[config.mk]
export PLATFORM = sky130hd
export DESIGN_NAME = ass_cmd_block
export DESIGN_NICKNAME = d
export VERILOG_FILES = /design/src/hdl/ass_pkg.sv /design/src/hdl/ass_cmd_block.sv
export VERILOG_INCLUDE_DIRS = /design/src /design/src/hdl
export SDC_FILE = /design/constraint.sdc
export NUM_CORES = 1
export LEC_CHECK = 0
export ABC_AREA = 1
export BUFFER_PORTS_ARGS = -buffer_cell sky130_fd_sc_hd__buf_2
export CORE_ASPECT_RATIO = 1.75
export CORE_MARGIN = 8
export CORE_UTILIZATION = 47
export DETAILED_ROUTE_END_ITERATION = 8
export PLACE_DENSITY = 0.65
export SYNTH_ARGS = -nofsm -noshare
export SYNTH_HDL_FRONTEND = slang
export SYNTH_SLANG_ARGS = --single-unit
[constraint.sdc]
create_clock -name clk_i -period 5.6 [get_ports clk_i]
set_input_delay 1.12 -clock clk_i [delete_from_list [all_inputs] [get_ports clk_i]]
set_output_delay 1.12 -clock clk_i [all_outputs]
set_load 0.02 [all_outputs]
[src/hdl/ass_defines.svh]
// register offsets, field positions, command and feature codes and timing values in ns for the command block
`ifndef ASS_DEFINES_SVH
`define ASS_DEFINES_SVH

`define ASS_OFF_FEATURE 12'h000
`define ASS_OFF_SECCNT 12'h004
`define ASS_OFF_ADDR_LO 12'h008
`define ASS_OFF_ADDR_MID 12'h00c
`define ASS_OFF_ADDR_HI 12'h010
`define ASS_OFF_UNIT 12'h014
`define ASS_OFF_OPCODE 12'h018
`define ASS_OFF_ERROR 12'h01c
`define ASS_OFF_STATUS 12'h020
`define ASS_OFF_CONFIG 12'h024
`define ASS_OFF_XFER 12'h028
`define ASS_OFF_APM_LVL 12'h02c
`define ASS_OFF_AAM_LVL 12'h030
`define ASS_OFF_CTRL 12'h034

`define ASS_OP_SEEK_NIB 4'h7
`define ASS_OP_SERVICE 8'ha2
`define ASS_OP_SETFEAT 8'hef

`define ASS_FT_WC_ON 8'h02
`define ASS_FT_XFER 8'h03
`define ASS_FT_APM_ON 8'h05
`define ASS_FT_PUIS_ON 8'h06
`define ASS_FT_SPINUP 8'h07
`define ASS_FT_OFS_ON 8'h09
`define ASS_FT_AAM_ON 8'h42
`define ASS_FT_ECC52 8'h44
`define ASS_FT_RLA_OFF 8'h55
`define ASS_FT_RELI_ON 8'h5d
`define ASS_FT_REV_OFF 8'h66
`define ASS_FT_WC_OFF 8'h82
`define ASS_FT_APM_OFF 8'h85
`define ASS_FT_PUIS_OFF 8'h86
`define ASS_FT_OFS_OFF 8'h89
`define ASS_FT_RLA_ON 8'haa
`define ASS_FT_ECC4 8'hbb
`define ASS_FT_AAM_OFF 8'hc2
`define ASS_FT_REV_ON 8'hcc
`define ASS_FT_RELI_OFF 8'hdd

`define ASS_XT_PIO_DEF 5'h00
`define ASS_XT_PIO_FC 5'h01
`define ASS_XT_MDMA 5'h04
`define ASS_XT_UDMA 5'h08
`define ASS_XM_PIO_MAX 3'h4
`define ASS_XM_MDMA_MAX 3'h2
`define ASS_XM_UDMA_MAX 3'h5

`define ASS_ECC_SHORT 8'h04
`define ASS_ECC_LONG 8'h34

// error bits
`define ASS_ERR_ABT 2
`define ASS_ERR_IDN 4
// status bits
`define ASS_ST_BSY 7
`define ASS_ST_RDY 6
`define ASS_ST_DSC 4
`define ASS_ST_DRQ 3
`define ASS_ST_ERR 0
// unit register fields
`define ASS_UNIT_LBA 6

// config register bits
`define ASS_CF_WC 0
`define ASS_CF_RLA 1
`define ASS_CF_ECC52 2
`define ASS_CF_APM 3
`define ASS_CF_AAM 4
`define ASS_CF_PUIS 5
`define ASS_CF_OFS 6
`define ASS_CF_REV 7
`define ASS_CF_RELI 8
`define ASS_CF_WC_LOCK 9
`define ASS_CF_SPUN 10

// seek settle time in ns
`define ASS_SEEK_NS 200
`define ASS_CLK_NS 10

`endif

[src/hdl/ass_pkg.sv]
// types shared by the seek, service and set-features command block
`default_nettype none
package ass_pkg;

    typedef enum logic [2:0] {
        ASS_IDLE = 3'b000,
        ASS_DECODE = 3'b001,
        ASS_SEEK = 3'b010,
        ASS_SERVICE = 3'b011,
        ASS_FEATURE = 3'b100,
        ASS_DONE = 3'b101
    } ass_state_t;

    typedef struct packed {
        logic [7:0] low;
        logic [7:0] mid;
        logic [7:0] high;
        logic [3:0] top;
    } ass_addr_t;

    typedef struct packed {
        logic [4:0] kind;
        logic [2:0] mode;
    } ass_xfer_t;

endpackage
`default_nettype wire

[src/hdl/ass_cmd_block.sv]
// task-file command block: seek, service and set-features over an APB slave
// Behaviour
// - an opcode 7xh moves to the addressed track and selects the head.
// - seek works whether or not the media is formatted.
// - after a logical seek the current address reads back from the same registers.
// - service delivers pending transfer or status of a bus-released command.
// - set-features uses the feature value to pick the parameter to change.
// - an undefined feature value sets abort and reports an error.
// - 02h enables, 82h disables write cache; exhausted spares force cache off.
// - 55h turns look-ahead off, aah turns it back on.
// - 44h selects 52 ecc bytes for long commands, bbh restores 4.
// - 05h enables power management at the count level, 85h disables it.
// - 42h enables acoustic management at the count level, c2h disables it.
// - 06h enables standby power-up, 07h spins up, 86h disables it.
// - 09h enters address offset mode, 89h leaves it.
// - 66h/cch stop and restart reverting; 5dh/ddh switch release interrupt.
// - reset gives cache on, 4-byte ecc, look-ahead on, no reverting, no release irq.
// - for 03h the count's upper 5 bits are type, lower 3 the mode.
// - code 00h is default pio, 01h default pio with ready flow off.
// - type 01h pio modes 0-4, 04h mdma 0-2, 08h udma 0-5.
//
// Our own choices: the APB register port and the placing of the registers.
`include "ass_defines.svh"
`default_nettype none

module ass_cmd_block
    import ass_pkg::*;
#(
    parameter int unsigned SEEK_NS = `ASS_SEEK_NS,
    parameter logic [27:0] MAX_LBA = 28'hfffffff,
    parameter logic [15:0] MAX_CYL = 16'h3fff
)
(
    input wire logic clk_i,
    input wire logic rst_i,
    input wire logic psel_i,
    input wire logic penable_i,
    input wire logic pwrite_i,
    input wire logic [11:0] paddr_i,
    input wire logic [31:0] pwdata_i,
    output logic [31:0] prdata_o,
    output logic pready_o,
    output logic pslverr_o,
    input wire logic spares_exhausted_i,
    input wire logic released_pending_i,
    output logic busy_o,
    output logic service_o,
    output logic spin_up_o,
    output logic head_sel_valid_o,
    output logic [27:0] seek_target_o,
    output logic [7:0] ecc_len_o
);

    localparam int unsigned SEEK_CYC_RAW = (SEEK_NS + `ASS_CLK_NS - 1) / `ASS_CLK_NS;
    localparam int unsigned SEEK_CYC = (SEEK_CYC_RAW < 1) ? 1 : SEEK_CYC_RAW;

    if (SEEK_CYC > 4096)
        $error("seek time too long for counter");

    ass_state_t state_reg;
    logic [7:0] feature_reg, seccnt_reg, unit_reg, opcode_reg, error_reg, status_reg;
    logic [7:0] apm_lvl_reg, aam_lvl_reg;
    ass_addr_t addr_reg;
    logic [10:0] config_reg;
    ass_xfer_t xfer_reg;
    logic [12:0] seek_cnt_reg;
    logic spin_reg;
    logic [27:0] target_reg;

    logic wr_en, cmd_wr, host_wr, addr_ok, xfer_ok, ft_ok, seek_in_range;
    logic [7:0] ft;
    logic [4:0] xkind;
    logic [2:0] xmode;
    logic [27:0] lba_addr;
    logic [31:0] rdata;

    assign wr_en = psel_i && penable_i && pwrite_i;
    assign pready_o = 1'b1;
    assign pslverr_o = psel_i && penable_i && !addr_ok;
    // task file is locked while busy, as on the real interface
    assign host_wr = wr_en && (state_reg == ASS_IDLE);
    assign cmd_wr = host_wr && (paddr_i == `ASS_OFF_OPCODE);

    assign ft = feature_reg;
    // bytes in address order; the struct packs them the other way round
    assign lba_addr = {addr_reg.top, addr_reg.high, addr_reg.mid, addr_reg.low};
    assign xkind = seccnt_reg[7:3];
    assign xmode = seccnt_reg[2:0];

    always_comb
    begin
        xfer_ok = 1'b0;
        if (xkind == `ASS_XT_PIO_DEF)
            xfer_ok = (xmode <= 3'h1);
        else if (xkind == `ASS_XT_PIO_FC)
            xfer_ok = (xmode <= `ASS_XM_PIO_MAX);
        else if (xkind == `ASS_XT_MDMA)
            xfer_ok = (xmode <= `ASS_XM_MDMA_MAX);
        else if (xkind == `ASS_XT_UDMA)
            xfer_ok = (xmode <= `ASS_XM_UDMA_MAX);
    end

    always_comb
    begin
        case (ft)
            `ASS_FT_WC_ON, `ASS_FT_WC_OFF, `ASS_FT_RLA_OFF, `ASS_FT_RLA_ON,
            `ASS_FT_ECC52, `ASS_FT_ECC4, `ASS_FT_APM_OFF, `ASS_FT_AAM_OFF,
            `ASS_FT_PUIS_ON, `ASS_FT_SPINUP, `ASS_FT_PUIS_OFF, `ASS_FT_OFS_ON,
            `ASS_FT_OFS_OFF, `ASS_FT_REV_OFF, `ASS_FT_REV_ON, `ASS_FT_RELI_ON,
            `ASS_FT_RELI_OFF: ft_ok = 1'b1;
            `ASS_FT_XFER: ft_ok = xfer_ok;
            // level 00h and ffh are refused
            `ASS_FT_APM_ON: ft_ok = (seccnt_reg != 8'h00) && (seccnt_reg != 8'hff);
            `ASS_FT_AAM_ON: ft_ok = (seccnt_reg >= 8'h80) && (seccnt_reg != 8'hff);
            default: ft_ok = 1'b0;
        endcase
    end

    always_comb
    begin
        if (unit_reg[`ASS_UNIT_LBA])
            seek_in_range = (lba_addr <= MAX_LBA);
        else
            seek_in_range = ({addr_reg.high, addr_reg.mid} <= MAX_CYL);
    end

    // command sequencer
    always_ff @(posedge clk_i or posedge rst_i)
    begin
        if (rst_i)
            state_reg <= ASS_IDLE;
        else
        begin
            case (state_reg)
                ASS_IDLE:
                    if (cmd_wr)
                        state_reg <= ASS_DECODE;
                ASS_DECODE:
                    if (opcode_reg[7:4] == `ASS_OP_SEEK_NIB)
                        state_reg <= ASS_SEEK;
                    else if (opcode_reg == `ASS_OP_SERVICE)
                        state_reg <= ASS_SERVICE;
                    else if (opcode_reg == `ASS_OP_SETFEAT)
                        state_reg <= ASS_FEATURE;
                    else
                        state_reg <= ASS_DONE;
                ASS_SEEK:
                    if (!seek_in_range || seek_cnt_reg == 13'h0001)
                        state_reg <= ASS_DONE;
                ASS_SERVICE, ASS_FEATURE:
                    state_reg <= ASS_DONE;
                ASS_DONE:
                    state_reg <= ASS_IDLE;
                default:
                    state_reg <= ASS_IDLE;
            endcase
        end
    end

    always_ff @(posedge clk_i or posedge rst_i)
    begin
        if (rst_i)
            seek_cnt_reg <= 13'h0000;
        else if (state_reg == ASS_DECODE)
            seek_cnt_reg <= 13'(SEEK_CYC);
        else if (state_reg == ASS_SEEK && seek_cnt_reg != 13'h0000)
            seek_cnt_reg <= seek_cnt_reg - 13'h0001;
    end

    // host-written task file
    always_ff @(posedge clk_i or posedge rst_i)
    begin
        if (rst_i)
        begin
            feature_reg <= 8'h00;
            seccnt_reg <= 8'h00;
            addr_reg <= '0;
            unit_reg <= 8'ha0;
            opcode_reg <= 8'h00;
        end
        else if (host_wr)
        begin
            if (paddr_i == `ASS_OFF_FEATURE)
                feature_reg <= pwdata_i[7:0];
            else if (paddr_i == `ASS_OFF_SECCNT)
                seccnt_reg <= pwdata_i[7:0];
            else if (paddr_i == `ASS_OFF_ADDR_LO)
                addr_reg.low <= pwdata_i[7:0];
            else if (paddr_i == `ASS_OFF_ADDR_MID)
                addr_reg.mid <= pwdata_i[7:0];
            else if (paddr_i == `ASS_OFF_ADDR_HI)
                addr_reg.high <= pwdata_i[7:0];
            else if (paddr_i == `ASS_OFF_UNIT)
            begin
                unit_reg <= pwdata_i[7:0];
                addr_reg.top <= pwdata_i[3:0];
            end
            else if (paddr_i == `ASS_OFF_OPCODE)
                opcode_reg <= pwdata_i[7:0];
        end
    end

    // target latched from the task file as loaded
    always_ff @(posedge clk_i or posedge rst_i)
    begin
        if (rst_i)
            target_reg <= 28'h0000000;
        // address returns in place: the task file keeps the reached position
        // no format check gates the seek
        else if (state_reg == ASS_DECODE && opcode_reg[7:4] == `ASS_OP_SEEK_NIB)
            target_reg <= lba_addr;
    end

    // error and status
    always_ff @(posedge clk_i or posedge rst_i)
    begin
        if (rst_i)
        begin
            error_reg <= 8'h00;
            status_reg <= 8'h50;
        end
        else if (state_reg == ASS_DECODE)
        begin
            error_reg <= 8'h00;
            status_reg <= 8'h80;
        end
        else if (state_reg == ASS_SEEK && !seek_in_range)
        begin
            // id not found on unreachable address
            error_reg[`ASS_ERR_IDN] <= 1'b1;
            status_reg[`ASS_ST_ERR] <= 1'b1;
        end
        // abort on undefined value, or service with nothing released
        else if ((state_reg == ASS_FEATURE && !ft_ok)
                 || (state_reg == ASS_SERVICE && !released_pending_i))
        begin
            error_reg[`ASS_ERR_ABT] <= 1'b1;
            status_reg[`ASS_ST_ERR] <= 1'b1;
        end
        else if (state_reg == ASS_DONE)
        begin
            if (opcode_reg[7:4] != `ASS_OP_SEEK_NIB && opcode_reg != `ASS_OP_SERVICE
                && opcode_reg != `ASS_OP_SETFEAT)
            begin
                error_reg[`ASS_ERR_ABT] <= 1'b1;
                status_reg[`ASS_ST_ERR] <= 1'b1;
            end
            status_reg[`ASS_ST_BSY] <= 1'b0;
            status_reg[`ASS_ST_RDY] <= 1'b1;
            status_reg[`ASS_ST_DSC] <= 1'b1;
        end
    end

    // set-features parameter flags
    always_ff @(posedge clk_i or posedge rst_i)
    begin
        if (rst_i)
            config_reg <= 11'h003;
        else
        begin
            if (spares_exhausted_i)
            begin
                config_reg[`ASS_CF_WC_LOCK] <= 1'b1;
                config_reg[`ASS_CF_WC] <= 1'b0;
            end
            if (state_reg == ASS_FEATURE && ft_ok)
            begin
                case (ft)
                    `ASS_FT_WC_ON:
                        config_reg[`ASS_CF_WC] <= !config_reg[`ASS_CF_WC_LOCK]
                                                  && !spares_exhausted_i;
                    `ASS_FT_WC_OFF: config_reg[`ASS_CF_WC] <= 1'b0;
                    `ASS_FT_RLA_OFF: config_reg[`ASS_CF_RLA] <= 1'b0;
                    `ASS_FT_RLA_ON: config_reg[`ASS_CF_RLA] <= 1'b1;
                    `ASS_FT_ECC52: config_reg[`ASS_CF_ECC52] <= 1'b1;
                    `ASS_FT_ECC4: config_reg[`ASS_CF_ECC52] <= 1'b0;
                    `ASS_FT_APM_ON: config_reg[`ASS_CF_APM] <= 1'b1;
                    `ASS_FT_APM_OFF: config_reg[`ASS_CF_APM] <= 1'b0;
                    `ASS_FT_AAM_ON: config_reg[`ASS_CF_AAM] <= 1'b1;
                    `ASS_FT_AAM_OFF: config_reg[`ASS_CF_AAM] <= 1'b0;
                    `ASS_FT_PUIS_ON: config_reg[`ASS_CF_PUIS] <= 1'b1;
                    `ASS_FT_PUIS_OFF: config_reg[`ASS_CF_PUIS] <= 1'b0;
                    `ASS_FT_SPINUP: config_reg[`ASS_CF_SPUN] <= 1'b1;
                    `ASS_FT_OFS_ON: config_reg[`ASS_CF_OFS] <= 1'b1;
                    `ASS_FT_OFS_OFF: config_reg[`ASS_CF_OFS] <= 1'b0;
                    `ASS_FT_REV_OFF: config_reg[`ASS_CF_REV] <= 1'b0;
                    `ASS_FT_REV_ON: config_reg[`ASS_CF_REV] <= 1'b1;
                    `ASS_FT_RELI_ON: config_reg[`ASS_CF_RELI] <= 1'b1;
                    `ASS_FT_RELI_OFF: config_reg[`ASS_CF_RELI] <= 1'b0;
                    // no self-hold here: it would undo a same-cycle spare lock
                    default: ;
                endcase
            end
        end
    end

    // levels and transfer mode held apart from the flag word
    always_ff @(posedge clk_i or posedge rst_i)
    begin
        if (rst_i)
        begin
            xfer_reg <= '0;
            apm_lvl_reg <= 8'h80;
            aam_lvl_reg <= 8'hfe;
        end
        else if (state_reg == ASS_FEATURE && ft_ok)
        begin
            // only a legal code reaches here
            if (ft == `ASS_FT_XFER)
                xfer_reg <= seccnt_reg;
            else if (ft == `ASS_FT_APM_ON)
                apm_lvl_reg <= seccnt_reg;
            else if (ft == `ASS_FT_AAM_ON)
                aam_lvl_reg <= seccnt_reg;
        end
    end

    always_ff @(posedge clk_i or posedge rst_i)
    begin
        if (rst_i)
            spin_reg <= 1'b0;
        else
            spin_reg <= (state_reg == ASS_FEATURE) && ft_ok && (ft == `ASS_FT_SPINUP);
    end

    // register read mux
    always_comb
    begin
        rdata = 32'h00000000;
        addr_ok = 1'b1;
        if (paddr_i == `ASS_OFF_FEATURE || paddr_i == `ASS_OFF_OPCODE)
            rdata = 32'h00000000;
        else if (paddr_i == `ASS_OFF_SECCNT)
            rdata[7:0] = seccnt_reg;
        else if (paddr_i == `ASS_OFF_ADDR_LO)
            rdata[7:0] = addr_reg.low;
        else if (paddr_i == `ASS_OFF_ADDR_MID)
            rdata[7:0] = addr_reg.mid;
        else if (paddr_i == `ASS_OFF_ADDR_HI)
            rdata[7:0] = addr_reg.high;
        else if (paddr_i == `ASS_OFF_UNIT)
            rdata[7:0] = {unit_reg[7:4], addr_reg.top};
        else if (paddr_i == `ASS_OFF_ERROR)
            rdata[7:0] = error_reg;
        else if (paddr_i == `ASS_OFF_STATUS)
            rdata[7:0] = status_reg;
        else if (paddr_i == `ASS_OFF_CONFIG)
            rdata[10:0] = config_reg;
        else if (paddr_i == `ASS_OFF_XFER)
            rdata[7:0] = xfer_reg;
        else if (paddr_i == `ASS_OFF_APM_LVL)
            rdata[7:0] = apm_lvl_reg;
        else if (paddr_i == `ASS_OFF_AAM_LVL)
            rdata[7:0] = aam_lvl_reg;
        else
            addr_ok = 1'b0;
    end

    always_ff @(posedge clk_i or posedge rst_i)
    begin
        if (rst_i)
            prdata_o <= 32'h00000000;
        else if (psel_i && !penable_i && !pwrite_i)
            prdata_o <= rdata;
    end

    assign busy_o = status_reg[`ASS_ST_BSY];
    // service hands back the released command
    assign service_o = (state_reg == ASS_SERVICE) && released_pending_i;
    assign spin_up_o = spin_reg;
    assign head_sel_valid_o = (state_reg == ASS_DONE) && !status_reg[`ASS_ST_ERR]
                              && (opcode_reg[7:4] == `ASS_OP_SEEK_NIB);
    assign seek_target_o = target_reg;
    assign ecc_len_o = config_reg[`ASS_CF_ECC52] ? `ASS_ECC_LONG : `ASS_ECC_SHORT;

endmodule
`default_nettype wire

## After elaboration in Yosys (flattened, before gate mapping)

Index checks and enable logic that the tools add are counted.

| word-level totals | value |
|---|---|
| bits in registers | 157 |
| input bits | 51 |

| cells by class | value |
|---|---|
| $add $sub $neg | 1 |
| $lt $le $gt $ge | 7 |
| eq/ne operators | 52 |
| mux-type cells | 75 |
| bitwise logic cells | 8 |
| reduce and logical (&&, ||, !) cells | 79 |

Operators by type and width:

| operator | number |
|---|---|
| $eq 8x8->1 const B | 11 |
| $mux 8 | 11 |
| $eq 12x6->1 const B | 5 |
| $eq 12x5->1 const B | 4 |
| $eq 8x7->1 const B | 5 |
| $mux 3 | 12 |
| $mux 1 | 33 |
| $le 28x28->1 const B | 1 |
| $mux 13 | 2 |
| $reduce_and 2->1 | 13 |
| $eq 12x4->1 const B | 2 |
| $eq 8x3->1 const B | 3 |
| $ne 8x8->1 const B | 3 |
| $logic_and 1x1->1 | 22 |
| $reduce_bool 2->1 | 11 |
| $pmux 1 s2 | 9 |
| $reduce_or 17->1 | 1 |
| $eq 8x2->1 const B | 2 |
| $le 16x14->1 const B | 1 |
| $eq 13x1->1 const B | 1 |
| $reduce_bool 13->1 | 1 |
| $sub 13x1->13 const B | 1 |
| $eq 12x3->1 const B | 1 |
| $logic_not 12->1 | 1 |
| 34 further kinds | 66 |

## Depth between registers and ports, before layout

| logic depth | value |
|---|---|
| word-level depth | 15 |
| gate-level depth with buffers | 16 |
| depth with buffers taken out | 16 |

## Least setup slack after synthesis

OpenSTA, ideal clock, no wires.

| path | value |
|---|---|
| kind | input to output |
| start | in paddr_i[11] |
| end | out pslverr_o |
| data arrival time | 2.564 ns |
| setup slack | 1.916 ns |
| stages on the path | 8 |
| cell sequence | nor2_1 nand2_1 inv_1 nand2_1 nor2_1 a21oi_1 nand3_1 nor4_1 |

| on the way | value |
|---|---|
| longest elaborated chain between the ends | 15 |

RTL lines:

| element | RTL line | text |
|---|---|---|
| from (decl) | ass_cmd_block.sv:39 | `input wire logic [11:0] paddr_i,` |
| $eq 12x6->1 (no line) | -- |  |
| $mux 1 | ass_cmd_block.sv:353 | `` else if (paddr_i == `ASS_OFF_AAM_LVL) `` |
| $mux 1 | ass_cmd_block.sv:351 | `` else if (paddr_i == `ASS_OFF_APM_LVL) `` |
| $mux 1 | ass_cmd_block.sv:349 | `` else if (paddr_i == `ASS_OFF_XFER) `` |
| $mux 1 | ass_cmd_block.sv:347 | `` else if (paddr_i == `ASS_OFF_CONFIG) `` |
| $mux 1 | ass_cmd_block.sv:345 | `` else if (paddr_i == `ASS_OFF_STATUS) `` |
| $mux 1 | ass_cmd_block.sv:343 | `` else if (paddr_i == `ASS_OFF_ERROR) `` |
| $mux 1 | ass_cmd_block.sv:341 | `` else if (paddr_i == `ASS_OFF_UNIT) `` |
| $mux 1 | ass_cmd_block.sv:339 | `` else if (paddr_i == `ASS_OFF_ADDR_HI) `` |
| $mux 1 | ass_cmd_block.sv:337 | `` else if (paddr_i == `ASS_OFF_ADDR_MID) `` |
| $mux 1 | ass_cmd_block.sv:335 | `` else if (paddr_i == `ASS_OFF_ADDR_LO) `` |
| $mux 1 | ass_cmd_block.sv:333 | `` else if (paddr_i == `ASS_OFF_SECCNT) `` |
| $mux 1 (*) | ass_cmd_block.sv:331 | `` if (paddr_i == `ASS_OFF_FEATURE \|\| paddr_i == `ASS_OFF_OPCODE) `` |
| $logic_not 1->1 (*) | ass_cmd_block.sv:79 | `assign pslverr_o = psel_i && penable_i && !addr_ok;` |
| $logic_and 1x1->1 (*) | ass_cmd_block.sv:79 |  |
| to (decl) | ass_cmd_block.sv:43 | `output logic pslverr_o,` |

Every way passes the cells marked *; elsewhere a longest branch is shown, timed or not.

## Worst setup path after layout

| path | value |
|---|---|
| start | in paddr_i[10] |
| end | out pslverr_o |

Same word-level chain as after synthesis.

==> run_results.csv <==
group,metric,value,unit
hold_path,worstHoldPathCells,2,
final_layout,largest_reg_flops,28,
logic_synthesis,post_synth_num_cell_types,47,
grt,grt_max_degree,108,
route,drtPass1Iterations,5,
cts,post_cts_resized,0,
sta,layout_min_cycle_time,4.093,ns
final_layout,finalNetCount,1113,
cts,htreeDepth,4,
logic_synthesis,syn_area,7756,sq um
grt,first_global_vias,6565,
final_layout,storage_element_area,3820,sq um
floorplan,floorplan.core_area,16290,sq um
sta,hold_violations,0,
route,antenna_violating_nets_post_route,0,
sta,final-max-slew-violation-count,0,
worst_setup_path,cp.arrival,2.97,ns
route,vias_per_cell,5.228,
sta,worst_clock_skew,0.01738,ns
logic_synthesis,synth_top_cells_by_area,"sky130_fd_sc_hd__dfrtp_1 (45%), sky130_fd_sc_hd__nand2_1 (14%), sky130_fd_sc_hd__o21ai_0 (7.6%)",
cts,worstSkewPairLatency,0.43,ns
worst_setup_path,worstSetupStartpointType,"input pin",
floorplan,die_w,113.1,microns
job,cap_violations,0,
cts,tritoncts,"done",
run_status,status,"finished clean",
worst_setup_path,worst_path_largest_cell_delay,0.39,ns
worst_setup_path,required_time_at_the_worst_slack_endpoint,4.48,ns
route,drt-wirelength-per-cell,17.13,microns
placement,dpl-instance-area,8160,sq um
placement,place_hpwl,16420,microns
logic_synthesis,synthesis.area_per_instance,7.835,sq um
worst_setup_path,worst_r2r_path_depth,14,
cts,post_cts_hold_buffer_count,0,
placement,io_buffers,72,
worst_setup_path,worst_path_buf_inv,3,
floorplan,initial_core_util,47.61,%
cts,cts_setup_buffers,0,
grt,antenna_found_initial,0,
placement,placedCellCount,1233,
logic_synthesis,post-synth-top-area-fraction,44.85,%
route,count_of_vias_placed_by_the_detailed_router,6614,
final_layout,footprint_of_the_multi_input_gates,3179,sq um
floorplan,die_h,185.9,microns
grt,global_route.usage.met3,3.736,%
pwr,leakage_power,0.004531,uW
pwr,irDropWorstVdd,0.1953,mV
logic_synthesis,syn_inst_count,990,
worst_setup_path,setup.worst_path.end_class,"output pin",
placement,gpl.final_weighted_congestion,0.9447,
logic_synthesis,synth-seq-cells,152,
cts,register_clock_pin_slew_on_the_reported_worst_setup_and_hold_paths,0.07,ns
floorplan,core.rowCount,62,
worst_setup_path,critical_path.top_delay_family,"simple AND/OR/NAND/NOR gates",
grt,gr-total-overflow,0,
route,route.final.wire_length,21680,microns
worst_setup_path,timing.setup.critical_path_class,"input pin to output pin",
final_layout,fillCellCount,1613,
logic_synthesis,yosysSeqAreaShare,49.25,%
route,drc,0,
final_layout,area.growth.synth_to_final,12.47,%
grt,busiest_layer,"met2",
cts,cts_num_sinks,152,
grt,grtUsageTotal,21.46,%
sta,setup_violations,0,
floorplan,ios,125,
sta,post-route-period-util,73.09,%
final_layout,antenna_cells_inserted,0,
route,first_iter_violations,485,
grt,global_route.usage.met1,23.46,%
sta,worst_slew_margin_rel,33.92,%
worst_setup_path,timing.critical_path.slowest_stage_cell,"sky130_fd_sc_hd__nor4_1",
grt,first_pass_grt_wire_length,34400,microns
floorplan,die-area,21030,sq um
pwr,power,2304,uW
final_layout,finish.utilization,53.55,%
sta,clock.fmax,0.2443,GHz
grt,grt.met2_usage,38.59,%
final_layout,final_cells,1265,
worst_setup_path,crit_chain,"buf_2, nor2_1, nand2_1, nor2_1, nand2_1, inv_1, nor3_1, nand3_1, nor4_1, buf_2",
cts,clock_path_buffers,2,
logic_synthesis,synth.largest_area_cell,"sky130_fd_sc_hd__dfrtp_1",
cts,cts-buffers-inserted,17,
worst_setup_path,critical_path_cell_count,10,
pwr,power_density,264.2,nW/um^2
sta,fin_setup_tns,0,ns
final_layout,post-route-cell-area,8723,sq um
sta,worst_slew_pin_slew,0.9912,ns
hold_path,hold_path_class,"flip-flop to flip-flop",
final_layout,layout-drive-gt1-share,15.66,%
sta,unrepaired_setup_endpoints_after_global_routing,"false",
worst_setup_path,critical_path.max_fanout,7,
cts,clock-root-buffer,"sky130_fd_sc_hd__clkbuf_16",
logic_synthesis,synth.yosys.warnings,0,
[cells by family (layout without fill, tap and decap cells)]
kind of cell,after synthesis,count (layout),synth area share (%)
flops,152,152,49.25
other cells,2,28,0.09683
buf+inv,193,250,11.02
compound gates,189,189,13.20
simple gates,446,446,25.25
mux,6,6,0.8710
fa+ha+maj,2,2,0.3226
[cell usage after synthesis (all sizes together)]
cell type and count:
o2111ai 1, nor4 9, a221oi 5, nor3 16
conb 2, o221ai 1, clkbuf 9, o311ai 1
and2 1, nor2 79, o22ai 5, o21a 1
buf 40, inv 143, nand2 290, o31ai 1
nand4 16, o211ai 1, a31oi 1, a311oi 1
o21bai 1, a21oi 37, or2 1, dfrtp 139
nand3 34, o21ai 133, dfstp 13, clkinv 1
ha 2, mux2 6
[cell usage in the layout (no fill, tap or decap), drive strengths merged, types with 2 or more instances in the layout]
master and count:
o22ai 5, nand3 34, clkinv 5, nand2 290
nor4 9, nor2 79, inv 153, nand4 16
buf 74, ha 2, clkbuf 18, a221oi 5
o21ai 133, dfstp 13, nor3 16, a21oi 37
dfrtp 139, mux2 6, conb 28
[stage by stage]
stage / hold WS [ns] / worst slack [ns]
floorplan: 0.4233 / 0.4084
global placement: 0.4422 / 1.588
detailed placement: 0.4456 / 1.573
CTS: 0.4629 / 1.567
global route: 0.4894 / 1.347
finish: 0.4585 / 1.507
[worst reg2reg max path: cells and delay by family (launching register included)]
family	cells	cell delay, ns
DFF	1	0.43
buffers and inverters	4	0.51
and+or+nand+nor	10	1.33
[per-layer routing]
layer  vias to the layer above  share of wire (%)
li1                       3255                  -
met1                      3093                 39
met2                       213                 52
met3                        53                4.7
met4                         0                4.4
met5                         -                  0
[power breakdown]
part / switching (uW) / internal, uW / total, uW / leakage, uW
combinational: 71.8 / 14.2 / 86.0 / 0.00218
sequential: 1.62 / 1100 / 1100 / 0.00207
clock: 519 / 598 / 1120 / 0.000281
total: 592 / 1710 / 2300 / 0.00453
[layout make-up]
| type | count | area share (%) |
|---|---|---|
| inverters | 144 | 6.254 |
| clock buffers | 18 | 5.034 |
| repair buffers | 74 | 4.303 |
| multi-input cells | 671 | 36.45 |
| flip-flops and latches | 152 | 43.79 |
| clock inverters | 14 | 1.420 |
| well taps | 192 | 2.754 |
[final timing paths]
path / start / endpoint / slack (ns)
setup reg to reg: feature_reg[6]$_DFFE_PP0P_ / xfer_reg[5]$_DFFE_PP0P_ / 3.22
hold reg to reg: config_reg[9]$_DFFE_PP0P_ / config_reg[9]$_DFFE_PP0P_ / 0.46
setup / recovery: paddr_i[10] / pslverr_o / 1.51
min in group asynchronous: rst_i / feature_reg[4]$_DFFE_PP0P_ / 0.90
max in group asynchronous: rst_i / apm_lvl_reg[7]$_DFFE_PP1P_ / 3.48
hold / removal: config_reg[9]$_DFFE_PP0P_ / config_reg[9]$_DFFE_PP0P_ / 0.46
Note: power is estimated with default switching activity, not from simulation.
